[src/logic/ass_pkg.sv]
// package: constants and types for the sweep sequencer
package ass_pkg;
  localparam int unsigned CLK_HZ        = 200000000;
  localparam int unsigned ADW           = 10;
  localparam int unsigned NCH           = 8;
  localparam int unsigned CHW           = 3;
  localparam logic [9:0]  SAR_INIT      = 10'h200;
  localparam int unsigned SAR_TOP_BIT   = 9;
  localparam int unsigned STEP_CYCLES   = 4;
  localparam logic [3:0]  STEP_CNT_MAX  = 4'(STEP_CYCLES - 1);
  localparam int unsigned REF_MIN_US    = 1;
  localparam int unsigned REF_WAIT_CYC  = (CLK_HZ / 1000000) * REF_MIN_US;
  localparam logic [1:0]  MODE_SINGLE   = 2'h0;
  localparam logic [1:0]  MODE_REP0     = 2'h1;
  localparam logic [1:0]  MODE_REP1     = 2'h2;
  localparam logic [1:0]  DIV_BY4       = 2'h0;
  localparam logic [1:0]  DIV_BY2       = 2'h1;
  localparam logic [1:0]  DIV_NONE      = 2'h2;
  localparam logic [1:0]  DIV_MAX4      = 2'h3;
  localparam logic [1:0]  DIV_MAX2      = 2'h1;

  typedef struct packed {
    logic [1:0] mode;
    logic [1:0] group;
    logic [1:0] clk_div;
    logic       res_8bit;
  } ass_cfg_t;

  typedef struct packed {
    logic           valid;
    logic [CHW-1:0] chan;
    logic [ADW-1:0] value;
  } ass_result_t;
endpackage

[src/logic/ass_clk_div.sv]
// conversion clock enable generator: divide by 4, by 2, or undivided
`timescale 1ns/1ps
`default_nettype none
module ass_clk_div
  import ass_pkg::*;
(
  input  wire logic       clk,
  input  wire logic       rst,
  input  wire logic       run,
  input  wire logic [1:0] clk_div,
  output logic            tick
);
  logic [1:0] cnt;
  logic [1:0] next_cnt;
  logic [1:0] lim;
  logic       next_tick;

  always_comb
  begin
    case (clk_div)
      DIV_BY4: lim = DIV_MAX4;
      DIV_BY2: lim = DIV_MAX2;
      default: lim = 2'h0;
    endcase
    next_cnt  = cnt;
    next_tick = 1'b0;
    if (!run)
    begin
      next_cnt = 2'h0;
    end
    else if (cnt >= lim)
    begin
      next_cnt  = 2'h0;
      next_tick = 1'b1;
    end
    else
    begin
      next_cnt = cnt + 2'h1;
    end
  end

  always_ff @(posedge clk)
  begin
    if (rst)
    begin
      cnt  <= 2'h0;
      tick <= 1'b0;
    end
    else
    begin
      cnt  <= next_cnt;
      tick <= next_tick;
    end
  end
endmodule
`default_nettype wire

[src/logic/ass_sar.sv]
// successive approximation engine: one 10-bit conversion per start pulse
`timescale 1ns/1ps
`default_nettype none
module ass_sar
  import ass_pkg::*;
(
  input  wire logic           clk,
  input  wire logic           rst,
  input  wire logic           tick,
  input  wire logic           start,
  input  wire logic           abort,
  input  wire logic           cmp_in,
  output logic [ADW-1:0]      trial,
  output logic                busy,
  output logic                done
);
  typedef enum logic [1:0] {SAR_IDLE, SAR_STEP} ass_sar_st_t;
  ass_sar_st_t     st;
  ass_sar_st_t     next_st;
  logic [ADW-1:0]  next_trial;
  logic [3:0]      bitn;
  logic [3:0]      next_bitn;
  logic [3:0]      cyc;
  logic [3:0]      next_cyc;
  logic            next_done;

  always_comb
  begin
    next_st    = st;
    next_trial = trial;
    next_bitn  = bitn;
    next_cyc   = cyc;
    next_done  = 1'b0;
    case (st)
      SAR_IDLE:
      begin
        if (start)
        begin
          next_trial = SAR_INIT;
          next_bitn  = 4'(SAR_TOP_BIT);
          next_cyc   = 4'h0;
          next_st    = SAR_STEP;
        end
      end
      SAR_STEP:
      begin
        if (abort)
        begin
          next_st = SAR_IDLE;
        end
        else if (tick)
        begin
          if (cyc != STEP_CNT_MAX)
          begin
            next_cyc = cyc + 4'h1;
          end
          else
          begin
            // comparator bit sampled at the step end: 1 means ladder below input
            next_cyc = 4'h0;
            if (!cmp_in)
            begin
              next_trial[bitn] = 1'b0;
            end
            if (bitn == 4'h0)
            begin
              next_st   = SAR_IDLE;
              next_done = 1'b1;
            end
            else
            begin
              next_bitn              = bitn - 4'h1;
              next_trial[bitn - 4'h1] = 1'b1;
            end
          end
        end
      end
      default: next_st = SAR_IDLE;
    endcase
  end

  always_ff @(posedge clk)
  begin
    if (rst)
    begin
      st    <= SAR_IDLE;
      trial <= 10'h000;
      bitn  <= 4'h0;
      cyc   <= 4'h0;
      done  <= 1'b0;
    end
    else
    begin
      st    <= next_st;
      trial <= next_trial;
      bitn  <= next_bitn;
      cyc   <= next_cyc;
      done  <= next_done;
    end
  end

  assign busy = (st != SAR_IDLE);
endmodule
`default_nettype wire

[src/logic/ass_sweep_top.sv]
// sweep sequencer top: channel order, result registers, completion request
`timescale 1ns/1ps
`default_nettype none
module ass_sweep_top
  import ass_pkg::*;
(
  input  wire logic                  clk,
  input  wire logic                  rst,
  input  wire ass_pkg::ass_cfg_t     cfg,
  input  wire logic                  start_set,
  input  wire logic                  start_clr,
  input  wire logic                  irq_clr,
  input  wire logic                  cmp_in,
  output logic                       start_flag,
  output logic                       irq_req,
  output logic [ass_pkg::CHW-1:0]    analog_channel_n,
  output logic [ass_pkg::ADW-1:0]    ladder_code,
  output logic                       ladder_zero,
  output ass_pkg::ass_result_t       result,
  output logic [ass_pkg::NCH*ass_pkg::ADW-1:0] result_regs
);
  import ass_pkg::*;

  typedef enum logic [1:0] {SEQ_IDLE, SEQ_KICK, SEQ_CONV} ass_seq_st_t;
  ass_seq_st_t st;
  ass_seq_st_t next_st;

  logic               cmp_s1;
  logic               cmp_s2;
  logic               tick;
  logic               sar_start;
  logic               sar_busy;
  logic               sar_done;
  logic [ADW-1:0]     trial;
  logic               next_start_flag;
  logic               next_irq_req;
  logic [CHW-1:0]     next_chan;
  logic [CHW-1:0]     last_sel;
  logic [CHW-1:0]     extra;
  logic [CHW-1:0]     next_extra;
  logic               in_extra;
  logic               next_in_extra;
  logic [ADW-1:0]     res_val;
  ass_result_t        next_result;
  logic [ADW-1:0]     regs [NCH];
  logic [ADW-1:0]     next_regs [NCH];
  logic [ADW-1:0]     next_ladder_code;
  logic               next_ladder_zero;

  // comparator is an asynchronous analog output
  always_ff @(posedge clk)
  begin
    if (rst)
    begin
      cmp_s1 <= 1'b0;
      cmp_s2 <= 1'b0;
    end
    else
    begin
      cmp_s1 <= cmp_in;
      cmp_s2 <= cmp_s1;
    end
  end

  ass_clk_div u_div (
    .clk     (clk),
    .rst     (rst),
    .run     (start_flag),
    .clk_div (cfg.clk_div),
    .tick    (tick)
  );

  ass_sar u_sar (
    .clk    (clk),
    .rst    (rst),
    .tick   (tick),
    .start  (sar_start),
    .abort  (!start_flag),
    .cmp_in (cmp_s2),
    .trial  (trial),
    .busy   (sar_busy),
    .done   (sar_done)
  );

  always_comb
  begin
    if (cfg.mode == MODE_REP1)
    begin
      last_sel = {1'b0, cfg.group};
    end
    else
    begin
      last_sel = {cfg.group, 1'b1};
    end
  end

  // 8-bit mode keeps the upper eight bits shifted down; the top two bits read as zero
  assign res_val   = cfg.res_8bit ? {2'h0, trial[ADW-1:2]} : trial;
  assign sar_start = (st == SEQ_KICK);

  always_comb
  begin
    next_st         = st;
    next_start_flag = start_flag;
    next_irq_req    = irq_req;
    next_chan       = analog_channel_n;
    next_extra      = extra;
    next_in_extra   = in_extra;
    next_result     = result;
    next_result.valid = 1'b0;
    for (int i = 0; i < NCH; i++)
    begin
      next_regs[i] = regs[i];
    end
    if (irq_clr)
    begin
      next_irq_req = 1'b0;
    end
    if (start_set)
    begin
      next_start_flag = 1'b1;
    end
    if (start_clr)
    begin
      next_start_flag = 1'b0;
    end
    case (st)
      SEQ_IDLE:
      begin
        if (start_flag)
        begin
          next_chan     = 3'h0;
          next_in_extra = 1'b0;
          next_extra    = last_sel + 3'h1;
          next_st       = SEQ_KICK;
        end
      end
      SEQ_KICK:
      begin
        next_st = SEQ_CONV;
      end
      SEQ_CONV:
      begin
        if (!start_flag)
        begin
          next_st = SEQ_IDLE;
        end
        else if (sar_done)
        begin
          next_regs[analog_channel_n] = res_val;
          next_result.valid = 1'b1;
          next_result.chan  = analog_channel_n;
          next_result.value = res_val;
          next_st           = SEQ_KICK;
          if (cfg.mode == MODE_REP1)
          begin
            if (in_extra)
            begin
              next_chan     = 3'h0;
              next_in_extra = 1'b0;
              next_extra    = (extra == 3'h7) ? last_sel + 3'h1 : extra + 3'h1;
            end
            else if (analog_channel_n == last_sel)
            begin
              next_chan     = extra;
              next_in_extra = 1'b1;
            end
            else
            begin
              next_chan = analog_channel_n + 3'h1;
            end
          end
          else if (analog_channel_n != last_sel)
          begin
            next_chan = analog_channel_n + 3'h1;
          end
          else if (cfg.mode == MODE_REP0)
          begin
            next_chan = 3'h0;
          end
          else
          begin
            // completion set wins over a same-cycle clear
            next_irq_req    = 1'b1;
            next_start_flag = 1'b0;
            next_st         = SEQ_IDLE;
          end
        end
      end
      default: next_st = SEQ_IDLE;
    endcase
    next_ladder_code = sar_busy ? trial : 10'h000;
    next_ladder_zero = (next_ladder_code == 10'h000);
  end

  always_ff @(posedge clk)
  begin
    if (rst)
    begin
      st               <= SEQ_IDLE;
      start_flag       <= 1'b0;
      irq_req          <= 1'b0;
      analog_channel_n <= 3'h0;
      extra            <= 3'h0;
      in_extra         <= 1'b0;
      result           <= '0;
      ladder_code      <= 10'h000;
      ladder_zero      <= 1'b1;
      for (int i = 0; i < NCH; i++)
      begin
        regs[i] <= 10'h000;
      end
    end
    else
    begin
      st               <= next_st;
      start_flag       <= next_start_flag;
      irq_req          <= next_irq_req;
      analog_channel_n <= next_chan;
      extra            <= next_extra;
      in_extra         <= next_in_extra;
      result           <= next_result;
      ladder_code      <= next_ladder_code;
      ladder_zero      <= next_ladder_zero;
      for (int i = 0; i < NCH; i++)
      begin
        regs[i] <= next_regs[i];
      end
    end
  end

  genvar g;
  generate
    for (g = 0; g < NCH; g++)
    begin : g_out
      assign result_regs[g*ADW +: ADW] = regs[g];
    end
  endgenerate
endmodule
`default_nettype wire

[config.mk]
export PLATFORM = sky130hd
export DESIGN_NAME = ass_sweep_top
export DESIGN_NICKNAME = d
export VERILOG_FILES = /design/src/logic/ass_pkg.sv /design/src/logic/ass_clk_div.sv /design/src/logic/ass_sar.sv /design/src/logic/ass_sweep_top.sv
export SDC_FILE = /design/constraint.sdc
export NUM_CORES = 1
export LEC_CHECK = 0
export CAP_MARGIN = 15
export CORE_UTILIZATION = 40
export DETAILED_ROUTE_END_ITERATION = 6
export DONT_BUFFER_PORTS = 1
export GPL_TIMING_DRIVEN = 0
export MAX_ROUTING_LAYER = met4
export PLACE_DENSITY_LB_ADDON = 0.12
export SYNTH_ARGS = -nofsm -noshare
export SYNTH_HDL_FRONTEND = slang
export SYNTH_SLANG_ARGS = --single-unit
export TNS_END_PERCENT = 100
[constraint.sdc]
create_clock -name clk -period 2.1 [get_ports clk]
set_input_delay 0.315 -clock clk [delete_from_list [all_inputs] [get_ports clk]]
set_output_delay 0.315 -clock clk [all_outputs]
set_load 0.05 [all_outputs]
# Word level (Yosys, flattened, before mapping)
# Memories as Yosys holds them, arrays and structs flattened.
# Index checks and enable logic that the tools add are counted.
# W data, S select, Z words.
[word_totals] memories=1 input_bits=13 ram_bits=80 ff_bits=62 output_inout_bits=110
[mem_list] memory="regs" words=8 word_bits=10 read_ports=8 rd_ports_with_merged_regs=0 wr=8 line="ass_sweep_top.sv:45" rtl="logic [ADW-1:0] regs [NCH];"
[classes] bitwise_logic=16 n_mux=101 magnitude_cmp=7 eq_ne=25 n_reduce_logical=24 addsub=6
[ops] op="$mux W80" n=3
[ops] op="$mux W10" n=21
[ops] op="$bwmux W80" n=1
[ops] op="$mux W3" n=15
[ops] op="$mux W4" n=9
[ops] op="$mux W1" n=31
[ops] op="$demux W10 S3" n=1
[ops] op="$pmux W10 S2" n=1
[ops] op="$ne A2 B2 Y1 const B" n=9
[ops] op="$mux W2" n=8
[ops] op="$pmux W4 S2" n=2
[ops] op="$reduce_and A5 Y1" n=3
[ops] op="$mux W14" n=1
[ops] op="$pmux W3 S2" n=2
[ops] op="$reduce_and A6 Y1" n=2
[ops] op="$and A10 B10 Y10" n=1
[ops] op="$logic_not A10 Y1" n=1
[ops] op="$lt A4 B5 Y1 const B" n=2
[ops] op="$not A10 Y10" n=1
[ops] op="$or A10 B10 Y10" n=1
[ops] op="$add A3 B1 Y3 const B" n=3
[ops] op="$demux W1 S4" n=2
[ops] op="$eq A2 B1 Y1 const B" n=4
[ops] op="$ge A4 B1 Y1 const B" n=2
[ops] op="other kinds (31)" n=53

# Depth between registers and ports, before layout
# Gate-level depths: netlist of run 1.
[depth] depth_word=17 ltp_mapped=9

# Modules after synthesis
# A second synthesis of run 1 with hierarchy kept.
[hier_totals] hier_cells=595 hier_area_um2=5793.1
[by_module_without_submodules] mod="ass_sweep_top" area_each_um2=4463.0 instances=1 cells_each=453
[by_module_without_submodules] mod="ass_sar" area_each_um2=1177.4 instances=1 cells_each=128
[by_module_without_submodules] mod="ass_clk_div" area_each_um2=152.6 instances=1 cells_each=14

# Least setup slack after synthesis of run 1
# No wires, ideal clock.
[synth_timing] path_type="reg-to-reg" startpoint="reg analog_channel_n[0] (netlist name)" endpoint="reg analog_channel_n[0] (netlist name)" path_slack_ns=-0.178 t_required_ns=2.031 path_stages_with_launch=8 n_path_buf=1 arrival_time_ns=2.210 path_cell_list="dfxtp_1 -> buf_4 -> inv_2 -> a2111oi_0 -> nor3_1 -> nor2_1 -> mux2_1 -> o21ai_1"
[synth_between] elab_chain_len=7
[synth_rtl] item="from (decl)" line="ass_sweep_top.sv:16" rtl="output logic [ass_pkg::CHW-1:0] analog_channel_n,"
[synth_rtl] item="from (signal assigned)" line="ass_sweep_top.sv:219" rtl="analog_channel_n <= next_chan;"
[synth_rtl] item="$add A3 B1 Y3 / $eq A3 B3 Y1 (equally long branches)" line="ass_sweep_top.sv:170, ass_sweep_top.sv:175, ass_sweep_top.sv:163"
[synth_rtl] item="$mux W3" line="ass_sweep_top.sv:163" rtl="else if (analog_channel_n == last_sel)"
[synth_rtl] item="$mux W3" line="ass_sweep_top.sv:157" rtl="if (in_extra)"
[synth_rtl] item="$mux W3" line="ass_sweep_top.sv:155" rtl="if (cfg.mode == MODE_REP1)"
[synth_rtl] item="$mux W3" line="ass_sweep_top.sv:148" rtl="else if (sar_done)"
[synth_rtl] item="$mux W3" line="ass_sweep_top.sv:144" rtl="if (!start_flag)"
[synth_rtl] item="$pmux W3 S2" line="ass_sweep_top.sv:127" rtl="case (st)"
# Parallel ways exist; a longest one is shown, timed or not. The select of a mux whose other input is x is not followed.
# A chain may end at the register's enable or synchronous reset.

# Final worst setup path of run 1
[layout_timing] startpoint="reg st[1]" endpoint="reg u_sar.trial[4]"
[layout_between] elab_chain_len=3
[layout_rtl] item="from (decl)" line="ass_sweep_top.sv:25" rtl="ass_seq_st_t st;"
[layout_rtl] item="from (signal assigned)" line="ass_sweep_top.sv:216" rtl="st <= next_st;"
[layout_rtl] item="$eq A2 B1 Y1" line="ass_sweep_top.sv:99" rtl="assign sar_start = (st == SEQ_KICK);"
[layout_rtl] item="$ne A2 B2 Y1 (no source line)"
[layout_rtl] item="$reduce_and A5 Y1 (no source line)"
[layout_rtl] item="to (signal assigned)" line="ass_sar.sv:95" rtl="trial <= next_trial;"
[layout_rtl] item="to (decl)" line="ass_sar.sv:13" rtl="output logic [ADW-1:0] trial,"
# Every way passes these cells.

==> key figures, run 1 <==
Drt
  • Overall via count from detail_route: roughly 4500
  • Post-route antenna net violation count: 0
  • Count of unresolved DRC violations after routing: 0
  • DRC violation total after the first TritonRoute iteration: between 300 and 400
  • Vias per cell: 5.370
  • First-pass iteration count of the detailed router: 4
  • Routed wire length: about 16000 µm
  • Routed len/inst: 18.54 µm

Synth
  • Warnings from Yosys: 0
  • Complex-gate fraction of the synthesized area: 17.09%
  • Parity-gate share of the synthesized area counting xor and xnor cells: around 1.2%
  • Adder-Cell Fraction of Synth Area: under 10%
  • Main combinational cell family by area after synthesis: simple AND/OR/NAND/NOR gates
  • Portion of the post-synthesis area used by sequential elements: 49.51%
  • Simple logic cell fraction of the synthesized area: between 20% and 30%
  • Number of flip-flops and latches in the synthesized netlist: 141
  • Synthesized instance count: a little over 600
  • Area of the mapped netlist: ~0.0057 mm²
  • Post-synthesis mux area share: about 5.0%
  • Share of flip-flops with an asynchronous set or reset: 0%
  • Post-synthesis net count: between 600 and 700
  • Post-synthesis area per instance: ~9.4 µm²
  • Number of unique standard cell types used by synthesis: 54
  • Most used DFF post-synth: sky130_fd_sc_hd__dfxtp_1
  • EDFF count, synth: 0

Clock network
  • CTS Root Cell: sky130_fd_sc_hd__clkbuf_16
  • Number of buffers created by CTS: 17
  • Clock slew at the register clock pins of the worst setup and hold paths: 0.06 ns
  • Buffer levels on the longest clock path: 2
  • Depth of the CTS H-tree: 4
  • Clock latency reported for the late side of the worst-skew pair: slightly above 0.4 ns
  • Clock sink total: ~140
  • TritonCTS clock tree: yes

Worst setup path
  • Largest stage delay, worst path: 0.42 ns
  • CP max stage cell: sky130_fd_sc_hd__or3b_1
  • Worst reg2reg setup slack: around 0.12 ns
  • Crit path launch type: flip-flop
  • Worst r2r dst: u_sar.trial[4]$_SDFFE_PP0P_
  • CP required: roughly 2.4 ns
  • CP Data Arrival Time: 2.29 ns
  • Crit path max fanout: 10
  • Worst-path cell chain: or3b_1 -> and2_1 -> a21o_1 -> nand2b_1 -> buf_2 -> o21ai_1 -> a32o_1
  • Cells on worst reg2reg path: 7
  • Cell class contributing the biggest share of worst-path delay: simple AND/OR/NAND/NOR gates
  • Number of buffer and inverter stages on the critical path: 1
  • Kind of end point of the critical path: flip-flop
  • Worst setup path class: flip-flop to flip-flop
  • RR Startpoint: st[1]$_SDFFE_PP0P_

Final layout
  • Diode insertion count for antenna repair: 0
  • Final core utilization: approximately half
  • Final nets: roughly 680
  • Share of final-layout standard cells stronger than drive strength 1: about 16%
  • Area added between synthesis and finish: 19.88%
  • Fillers: around 1300

Die
  • Core box area: approximately 0.014 mm²
  • Vert. Die Dim: approximately 120 µm
  • Overall die width: 121.4 µm
  • Initial Util: 41.08%
  • Top Ports: 123
  • DIE AREA: around 0.015 mm²
  • Cell row count: 43

Placed design
  • Count of buffers inserted at the top-level ports: 0
  • Detailed placer's ending HPWL: around 11000 µm
  • Post-place setup slack: -0.3371 ns
  • Placer congestion estimate: between 0.8 and 0.9

Global route
  • Antenna violations before repair: 0
  • Global routing usage on met2: between 30% and 40%
  • GRT met1 Usage: 27.15%
  • GR met3 Demand/Resource: 7.143%
  • Global-route wire length before repair: 23980 µm
  • Top Usage Layer GRT: met2
  • Vias in the first global route: 4304
  • Pin count of the biggest net entering global routing: 17
  • Total routing resource utilization after global routing: between 20 and 25%
  • Sum of overflow across all layers after global routing: 0

Timing
  • Actual slew at the worst max-slew pin: roughly 1 ns
  • Post-Route Skew: 0.008478 ns
  • Min Tclk post-route: between 1.5 and 2 ns
  • Final WS setup: 0.1156 ns
  • Upper clock frequency limit: 503.9 MHz
  • Final critical-path share of the clock period: 94.49%
  • Tightest slew margin relative to the limit: between 30% and 40%
  • Setup repair after global routing missed its margin: no
  • Final setup fails: 0
  • Hold violation total from the final report: 0
  • Max Transition Viols Final: 0

Min path
  • Class of the most critical hold timing path: input port to flip-flop
  • Hold path startpoint: cmp_in
  • Hold Crit Endpoint: cmp_s1$_SDFF_PP0_
  • Min-Delay Path Depth: 1

Pwr
  • P per Cell Area: 852.8 mW/mm²
  • Leakage power figure: 2.344 nW
  • Maximum VDD drop: roughly 0.58 mV

Run
  • Max cap viols: 0

Status
  • Status: finished clean
-- power by group --
part           leakage, nW  internal (mW)  switching (mW)  total, mW
sequential            1.14           2.68          0.0168       2.70
clock                0.280           1.84            1.10       2.95
combinational        0.924         0.0591           0.122      0.181
total                 2.34           4.59            1.24       5.83
-- layer usage --
| metal | up-vias | routed length [µm] |
|---|---|---|
| met3 | 20 | 1284 |
| li1 | 2236 | - |
| met5 | - | 0 |
| met1 | 2137 | 6852 |
| met4 | 0 | 244 |
| met2 | 123 | 7207 |
-- cells in the mapped netlist, drive strengths merged (7+ instances only) --
master	instances	area (µm²)
dfxtp	141	2823
a211oi	73	548.0
nand2	38	147.6
nand2b	11	68.82
ha	14	175.2
nor2	115	439.2
buf	17	108.9
inv	12	45.05
mux2i	26	260.3
o21ai	20	100.1
nand3	7	35.03
clkbuf	20	75.07
and2	15	93.84
nor3	11	100.1
a21oi	22	110.1
-- how the worst max path moves through the flow --
stage | from | slack [ns] | cells past startpoint | end
finish | st[1]$_SDFFE_PP0P_ | 0.12 | 7 | u_sar.trial[4]$_SDFFE_PP0P_
global route | start_flag$_SDFF_PP0_ | 0.0008 | 8 | regs[1][36]$_SDFFE_PP0P_
CTS | analog_channel_n[0]$_SDFFE_PP0P_ | -0.0007 | 6 | regs[0][17]$_SDFFE_PP0P_
detailed placement | analog_channel_n[1]$_SDFFE_PP0P_ | -0.34 | 6 | regs[0][36]$_SDFFE_PP0P_
global placement | analog_channel_n[1]$_SDFFE_PP0P_ | -0.30 | 6 | regs[0][27]$_SDFFE_PP0P_
floorplan | analog_channel_n[1]$_SDFFE_PP0P_ | -0.0003 | 6 | analog_channel_n[0]$_SDFFE_PP0P_
-- per-stage QoR --
step                      std cells  hold slack, ns  power [mW]  setup TNS (ns)  cell area (µm²)
final                           841         0.03850       5.829               0             6835
after global routing            841         0.04382       6.027               0             6835
after global placement          784          0.3848       2.928          -13.17             5929
after detailed placement        788          0.3862       2.931          -11.98             5963
after floorplan                 604          0.3835       2.883      -0.0003189             5704
after CTS                       834         0.02832       5.866      -0.0007088             6720
-- cell families (layout without fill, tap and decap cells) --
group,Yosys count,after routing
AND/OR/NAND/NOR,226,226
flip-flops,141,141
AO/OA/AOI/OAI,139,139
buffers and inverters,49,106
multiplexers,28,28
adder cells (fa/ha/maj),14,14
XOR/XNOR,7,7
-- final cells by class --
type / count / area, µm² / share of cell area, %
Buffer: 35 / 180.2 / 2.636
Clock buffer: 23 / 478.0 / 6.992
Clock inverter: 9 / 110.1 / 1.611
Inverter: 12 / 45.04 / 0.6590
Multi-Input combinational cell: 414 / 2713 / 39.69
Sequential cell: 141 / 2840 / 41.55
Tap cell: 180 / 225.2 / 3.295
Timing Repair Buffer: 27 / 244.0 / 3.569
-- registers in the layout, summed over array words and instances (netlist names), 2 cells and up --
register,cells
regs,80
u_sar.cyc,4
ladder_code,10
st,2
extra,3
u_div.cnt,2
analog_channel_n,3
result,14
u_sar.bitn,4
u_sar.trial,10
-- layout by cell type, fill, tap and decap left out, drive strengths merged, types with 13 or more instances in the layout --
cell	instances
o21ai	20
dfxtp	141
inv	13
a21oi	22
ha	14
clkbuf	43
a211oi	73
nand2	38
buf	41
mux2i	26
nor2	115
and2	15
-- what timing repair did --
action,CTS,global route
cloned,0,0
setup endpoints to repair,72,33
setup buffers,13,7
resized for setup,10,15
hold endpoints to repair,1,0
hold buffers,1,0
pin swaps,9,2
Note: power is estimated with default switching activity, not from simulation.
==> inputs of run 2 (changes only) <==
Settings changed: CORE_MARGIN from default to 2.
Clock period 2.1 ns to 2.5 ns, I/O delays scaled along.
==> key figures, run 2 (synthesized netlist as in run 1, its figures left out) <==
Worst setup path
  • CP required: 2.85 ns (was 2.40 ns)
  • CP max stage cell: sky130_fd_sc_hd__dfxtp_1 (was sky130_fd_sc_hd__or3b_1)
  • Kind of end point of the critical path: flip-flop (unchanged)
  • Cells on worst reg2reg path: 6 (was 7)
  • Critical path startpoint: analog_channel_n[2]$_SDFFE_PP0P_ (was st[1]$_SDFFE_PP0P_)
  • End of the critical path: analog_channel_n[2]$_SDFFE_PP0P_ (was u_sar.trial[4]$_SDFFE_PP0P_)
  • Worst r2r dst: analog_channel_n[2]$_SDFFE_PP0P_ (was u_sar.trial[4]$_SDFFE_PP0P_)
  • Largest stage delay, worst path: 0.67 ns (was 0.42 ns)
  • Most common cell on crit path: sky130_fd_sc_hd__nor3_1
  • CP Data Arrival Time: 2.60 ns (was 2.29 ns)
  • RR Startpoint: analog_channel_n[2]$_SDFFE_PP0P_ (was st[1]$_SDFFE_PP0P_)
  • Crit path max fanout: 10 (unchanged)
  • Worst-path cell chain: buf_4 -> nor3_1 -> nor3_1 -> nor2_2 -> or4b_1 -> o211ai_1 (was or3b_1 -> and2_1 -> a21o_1 -> nand2b_1 -> buf_2 -> o21ai_1 -> a32o_1)
  • Crit path launch type: flip-flop (unchanged)
  • Worst setup path class: flip-flop to flip-flop (unchanged)
  • Worst reg2reg setup slack: 0.25 ns (was 0.12 ns)

Global route
  • Antenna violations before repair: 0 (unchanged)
  • Pin count of the biggest net entering global routing: 17 (unchanged)
  • Vias in the first global route: 4152 (was 4304)
  • Total routing resource utilization after global routing: 20.84% (was 22.27%)
  • Global-route wire length before repair: 23140 µm (was 23980 µm)
  • Sum of overflow across all layers after global routing: 0 (unchanged)

Timing
  • Setup repair after global routing missed its margin: no (unchanged)
  • Max Transition Viols Final: 0 (unchanged)
  • Min Tclk post-route: 2.246 ns (was 1.984 ns)
  • Final WS setup: 0.2536 ns (was 0.1156 ns)
  • Actual slew at the worst max-slew pin: 1.095 ns (was 1.004 ns)
  • Hold violation total from the final report: 0 (unchanged)
  • Final critical-path share of the clock period: 89.86% (was 94.49%)
  • Final setup fails: 0 (unchanged)
  • Post-Route Skew: 0.008119 ns (was 0.008478 ns)
  • Upper clock frequency limit: 445.1 MHz (was 503.9 MHz)
  • Post-route setup TNS: 0 ns (unchanged)
  • Tightest slew margin relative to the limit: 24.90% (was 31.14%)

Pwr
  • Maximum VDD drop: 0.5188 mV (was 0.5825 mV)
  • Final Power: 4.877 mW (was 5.829 mW)
  • Leakage power figure: 2.228 nW (was 2.344 nW)
  • P per Cell Area: 739.0 mW/mm² (was 852.8 mW/mm²)

Final layout
  • Max reg flops: 80 (unchanged)
  • Biggest registers after layout: regs (80), result (14) (unchanged)
  • Area added between synthesis and finish: 15.73% (was 19.88%)
  • Final nets: 659 (was 675)
  • Top register by number of flip-flops: regs (unchanged)
  • Fillers: 1304 (was 1330)
  • Number of cells in the finished layout apart from fillers: 824 (was 841)
  • Leading cell type in the layout, fill and taps excluded: sky130_fd_sc_hd__dfxtp_1 (unchanged)
  • Most frequent cells in the layout: 138 x sky130_fd_sc_hd__dfxtp_1, 113 x sky130_fd_sc_hd__nor2_1, 73 x sky130_fd_sc_hd__a211oi_1, 36 x sky130_fd_sc_hd__nand2_1, 26 x sky130_fd_sc_hd__mux2i_1 (was 135 x sky130_fd_sc_hd__dfxtp_1, 113 x sky130_fd_sc_hd__nor2_1, 73 x sky130_fd_sc_hd__a211oi_1, 35 x sky130_fd_sc_hd__nand2_1, 26 x sky130_fd_sc_hd__mux2i_1)
  • Final core utilization: 47.54% (was 49.24%)
  • Diode insertion count for antenna repair: 0 (unchanged)
  • Share of final-layout standard cells stronger than drive strength 1: 11.34% (was 15.73%)

Drt
  • Post-route antenna net violation count: 0 (unchanged)
  • DRC violation total after the first TritonRoute iteration: 316 (was 333)
  • First-pass iteration count of the detailed router: 5 (was 4)
  • Routed len/inst: 18.44 µm (was 18.54 µm)
  • Overall via count from detail_route: 4430 (was 4516)
  • Vias per cell: 5.376 (was 5.370)
  • Count of unresolved DRC violations after routing: 0 (unchanged)
  • Routed wire length: 15190 µm (was 15590 µm)

Die
  • Top Ports: 123 (unchanged)
  • Initial Util: 41.08% (unchanged)
  • Cell row count: 43 (unchanged)
  • Vert. Die Dim: 123.4 µm (was 121.4 µm)
  • DIE AREA: 0.01523 mm² (was 0.01474 mm²)
  • Overall die width: 123.4 µm (was 121.4 µm)
  • Core box area: 0.01388 mm² (unchanged)

Status
  • Status: finished clean (unchanged)

Placed design
  • Count of buffers inserted at the top-level ports: 0 (unchanged)
  • Post-place setup slack: -0.08999 ns (was -0.3371 ns)
  • Number of placed instances with taps included: 788 (unchanged)
  • Placer congestion estimate: 0.8481 (was 0.8737)
  • Detailed placer's ending HPWL: 11200 µm (was 11140 µm)

Clock network
  • TritonCTS clock tree: yes (unchanged)
  • Clock latency reported for the late side of the worst-skew pair: 0.42 ns (was 0.41 ns)
  • Clock slew at the register clock pins of the worst setup and hold paths: 0.06 ns (about the same)
  • CTS Root Cell: sky130_fd_sc_hd__clkbuf_16 (unchanged)
  • Number of buffers created by CTS: 17 (unchanged)
  • Depth of the CTS H-tree: 4 (unchanged)
  • Buffer levels on the longest clock path: 2 (unchanged)
  • Clock sink total: 141 (unchanged)

Min path
  • Class of the most critical hold timing path: input port to flip-flop (unchanged)

Run
  • Max cap viols: 0 (unchanged)
## run 2: cell types whose count changed in the layout (fill, tap and decap cells not counted), sizes merged
| cell | change |
|---|---|
| clkinv | +2 |
| clkinvlp | -2 |
| clkbuf | -1 |
| buf | -16 |
## run 2: layout make-up
type                    count  area (µm²)  area share (%)
flip-flops and latches    141        2829           42.87
plain buffers              37       183.9           2.787
clock inverters             9       112.6           1.706
inverters                  12       45.04          0.6826
well taps                 180       225.2           3.413
multi-input cells         414        2653           40.20
repair buffers              9       86.33           1.308
clock buffers              22       464.2           7.035
## run 2: what timing repair did
item	in CTS	in global routing
buffers inserted	0	3
pin swaps	0	3
resized for setup	2	3
endpoints found under the setup margin	11	12
hold buffers	1	0
hold endpoints to repair	1	0
## run 2: how the worst min path moves through the flow
| stage | startpoint | depth (start not counted) | slack (ns) | end |
|---|---|---|---|---|
| 2_1_floorplan | cmp_s1$_SDFF_PP0_ | 1 | 0.41 | cmp_s2$_SDFF_PP0_ |
| 4_1_cts | cmp_in | 1 | 0.07 | cmp_s1$_SDFF_PP0_ |
| 6_report | cmp_in | 1 | 0.08 | cmp_s1$_SDFF_PP0_ |
| 3_5_place_dp | u_div.cnt[0]$_SDFF_PP0_ | 1 | 0.45 | u_div.cnt[0]$_SDFF_PP0_ |
| 3_3_place_gp | cmp_s1$_SDFF_PP0_ | 1 | 0.43 | cmp_s2$_SDFF_PP0_ |
| 5_1_grt | cmp_in | 1 | 0.08 | cmp_s1$_SDFF_PP0_ |
## run 2: worst max-delay path: cells and delay by family (launching register included)
family	cells	cell delay, ns
compound gates	1	0.10
buf+inv	1	0.32
flops	1	0.67
simple gates	4	1.08
## run 2: per-layer routing
layer	track usage [%]	vias up	part of all wire, %
met4	6.392	0	1.3
met2	32.83	134	47
li1	-	2201	-
met1	25.29	2076	44
met5	-	-	0
met3	6.919	19	7.8
## run 2: through the flow
stage / instance area (µm²) / hold WS [ns]
after floorplan: 5702 / 0.4138
after global placement: 5927 / 0.4258
after detailed placement: 5961 / 0.4522
after CTS: 6550 / 0.07173
after global routing: 6599 / 0.08164
final: 6599 / 0.07867
## run 2: where the power goes
part	leakage (nW)	internal, mW	total, mW	switching (mW)
Combinational	0.809	0.0458	0.143	0.0973
Sequential	1.14	2.26	2.27	0.0142
Clock	0.281	1.52	2.46	0.945
Total	2.23	3.82	4.88	1.06
==> inputs of run 3 (changes only) <==
Settings changed: PLACE_DENSITY_LB_ADDON 0.12 to default, RECOVER_POWER from default to 25.
==> key figures, run 3 (synthesized netlist as in run 1, its figures left out) <==
Status
  • Status: finished clean (unchanged)

Worst setup path
  • CP required: 2.85 ns (about the same)
  • Cell class contributing the biggest share of worst-path delay: flip-flops (was simple AND/OR/NAND/NOR gates)
  • CP max stage cell: sky130_fd_sc_hd__dfxtp_2 (was sky130_fd_sc_hd__dfxtp_1)
  • Crit path launch type: flip-flop (unchanged)
  • Cells on worst reg2reg path: 7 (was 6)
  • Number of buffer and inverter stages on the critical path: 2 (was 1)
  • RR Startpoint: analog_channel_n[0]$_SDFFE_PP0P_ (was analog_channel_n[2]$_SDFFE_PP0P_)
  • Critical path startpoint: analog_channel_n[0]$_SDFFE_PP0P_ (was analog_channel_n[2]$_SDFFE_PP0P_)
  • Worst-path cell chain: buf_4 -> inv_2 -> a2111oi_0 -> nor3_1 -> nor2_2 -> mux2_1 -> o21ai_1 (was buf_4 -> nor3_1 -> nor3_1 -> nor2_2 -> or4b_1 -> o211ai_1)
  • Worst r2r dst: analog_channel_n[0]$_SDFFE_PP0P_ (was analog_channel_n[2]$_SDFFE_PP0P_)
  • CP Data Arrival Time: 2.60 ns (about the same)
  • Worst setup path class: flip-flop to flip-flop (unchanged)
  • Largest stage delay, worst path: 0.51 ns (was 0.67 ns)
  • Kind of end point of the critical path: flip-flop (unchanged)
  • Crit path max fanout: 10 (unchanged)
  • Worst reg2reg setup slack: 0.25 ns (about the same)

Final layout
  • Top register by number of flip-flops: regs (unchanged)
  • Max reg flops: 80 (unchanged)
  • Biggest registers after layout: regs (80), result (14) (unchanged)
  • Leading cell type in the layout, fill and taps excluded: sky130_fd_sc_hd__dfxtp_1 (unchanged)
  • Final nets: 662 (was 659)
  • Diode insertion count for antenna repair: 0 (unchanged)
  • Most frequent cells in the layout: 138 x sky130_fd_sc_hd__dfxtp_1, 113 x sky130_fd_sc_hd__nor2_1, 73 x sky130_fd_sc_hd__a211oi_1, 36 x sky130_fd_sc_hd__nand2_1, 26 x sky130_fd_sc_hd__mux2i_1 (unchanged)
  • Share of final-layout standard cells stronger than drive strength 1: 12.06% (was 11.34%)
  • Fillers: 1339 (was 1304)
  • Area added between synthesis and finish: 15.71% (was 15.73%)

Clock network
  • Buffer levels on the longest clock path: 2 (unchanged)
  • TritonCTS clock tree: yes (unchanged)
  • Clock slew at the register clock pins of the worst setup and hold paths: 0.06 ns (about the same)
  • Clock sink total: 141 (unchanged)
  • Depth of the CTS H-tree: 4 (unchanged)
  • Clock latency reported for the late side of the worst-skew pair: 0.42 ns (about the same)
  • CTS Root Cell: sky130_fd_sc_hd__clkbuf_16 (unchanged)
  • Number of buffers created by CTS: 17 (unchanged)

Timing
  • Min Tclk post-route: 2.245 ns (was 2.246 ns)
  • Max Transition Viols Final: 0 (unchanged)
  • Hold violation total from the final report: 0 (unchanged)
  • Tightest slew margin relative to the limit: 22.14% (was 24.90%)
  • Final critical-path share of the clock period: 89.81% (was 89.86%)
  • Final setup fails: 0 (unchanged)
  • Setup repair after global routing missed its margin: no (unchanged)
  • Post-Route Skew: 0.007591 ns (was 0.008119 ns)
  • Actual slew at the worst max-slew pin: 1.135 ns (was 1.095 ns)
  • Upper clock frequency limit: 445.4 MHz (was 445.1 MHz)
  • Final-layout worst hold slack: 0.08285 ns (was 0.07867 ns)

Pwr
  • P per Cell Area: 734.1 mW/mm² (was 739.0 mW/mm²)
  • Final Power: 4.843 mW (was 4.877 mW)
  • Leakage power figure: 2.230 nW (was 2.228 nW)
  • Maximum VDD drop: 0.4790 mV (was 0.5188 mV)

Die
  • Core box area: 0.01388 mm² (unchanged)
  • Vert. Die Dim: 123.4 µm (unchanged)
  • Cell row count: 43 (unchanged)
  • Top Ports: 123 (unchanged)
  • DIE AREA: 0.01523 mm² (unchanged)
  • Overall die width: 123.4 µm (unchanged)
  • Initial Util: 41.08% (unchanged)

Drt
  • Routed len/inst: 18.26 µm (was 18.44 µm)
  • Routed wire length: 15100 µm (was 15190 µm)
  • Post-route antenna net violation count: 0 (unchanged)
  • First-pass iteration count of the detailed router: 5 (unchanged)
  • DRC violation total after the first TritonRoute iteration: 340 (was 316)
  • Overall via count from detail_route: 4463 (was 4430)
  • Count of unresolved DRC violations after routing: 0 (unchanged)
  • Vias per cell: 5.397 (was 5.376)

Global route
  • Sum of overflow across all layers after global routing: 0 (unchanged)
  • Pin count of the biggest net entering global routing: 17 (unchanged)
  • Vias in the first global route: 4211 (was 4152)
  • Total routing resource utilization after global routing: 20.74% (was 20.84%)
  • Antenna violations before repair: 0 (unchanged)
  • Global-route wire length before repair: 23110 µm (was 23140 µm)

Placed design
  • Count of buffers inserted at the top-level ports: 0 (unchanged)
  • Placer congestion estimate: 0.9173 (was 0.8481)
  • Detailed placer's ending HPWL: 10900 µm (was 11200 µm)

Min path
  • Hold path startpoint: cmp_in (unchanged)
  • Min-Delay Path Depth: 1 (unchanged)
  • Hold Crit Endpoint: cmp_s1$_SDFF_PP0_ (unchanged)
  • Class of the most critical hold timing path: input port to flip-flop (unchanged)

Run
  • Max cap viols: 0 (unchanged)
[run 3: what timing repair did]
item                                    in CTS  in global routing
pin swaps                                    0                  3
resized for setup                            2                  3
setup buffers                                0                  7
hold buffers                                 1                  0
endpoints found under the hold margin        1                  0
endpoints found under the setup margin      17                  8
gates cloned                                 0                  0
[run 3: power breakdown]
part           internal, mW  total, mW  leakage (nW)  switching, mW
Clock                  1.47       2.43         0.274          0.963
Sequential             2.26       2.27          1.14         0.0144
Combinational        0.0459      0.143         0.817         0.0976
[run 3: final cells by class]
cell class                 count  area [µm²]  share of cell area, %
sequential                   141        2829                  42.88
multi-input combinational    414        2653                  40.20
clock buffer                  22       484.2                  7.339
tap                          180       225.2                  3.414
buffer                        37       183.9                  2.788
timing repair buffer          12       92.59                  1.403
clock inverter                 9       85.08                  1.290
inverter                      12       45.04                 0.6827
[run 3: worst max-delay path by stage]
stage / endpoint / slack [ns] / cells past startpoint
after floorplan: analog_channel_n[0]$_SDFFE_PP0P_ / 0.22 / 7
after global placement: regs[0][6]$_SDFFE_PP0P_ / -0.06 / 6
after detailed placement: regs[0][6]$_SDFFE_PP0P_ / -0.09 / 6
after CTS: regs[0][26]$_SDFFE_PP0P_ / 0.02 / 6
after global routing: analog_channel_n[0]$_SDFFE_PP0P_ / 0.05 / 7
final: analog_channel_n[0]$_SDFFE_PP0P_ / 0.25 / 7
[run 3: worst register-to-register path: stages (launching register included)]
cell and delay (ns):
sky130_fd_sc_hd__dfxtp_2 0.51, sky130_fd_sc_hd__buf_4 0.29, sky130_fd_sc_hd__inv_2 0.10, sky130_fd_sc_hd__a2111oi_0 0.37
sky130_fd_sc_hd__nor3_1 0.14, sky130_fd_sc_hd__nor2_2 0.29, sky130_fd_sc_hd__mux2_1 0.35, sky130_fd_sc_hd__o21ai_1 0.12
[run 3: metrics by stage]
stage / TNS (ns) / area (µm²) / worst slack, ns / utilization (%) / instances
final: 0 / 6598 / 0.2549 / 47.53 / 827
after global routing: 0 / 6598 / 0.05341 / 47.53 / 827
after CTS: 0 / 6516 / 0.02220 / 46.94 / 817
after detailed placement: -0.3792 / 5934 / -0.09362 / 42.75 / 785
after global placement: -0.2446 / 5927 / -0.06378 / 42.70 / 784
after floorplan: 0 / 5702 / 0.2215 / - / 604
[run 3: per-layer routing]
layer  up-vias  track usage, %  routed length [µm]
met3        28           6.734                1103
li1       2212               -                   -
met1      2075           25.75                6682
met4         0           9.020                 386
met2       148           30.80                6932
met5         -               -                   0
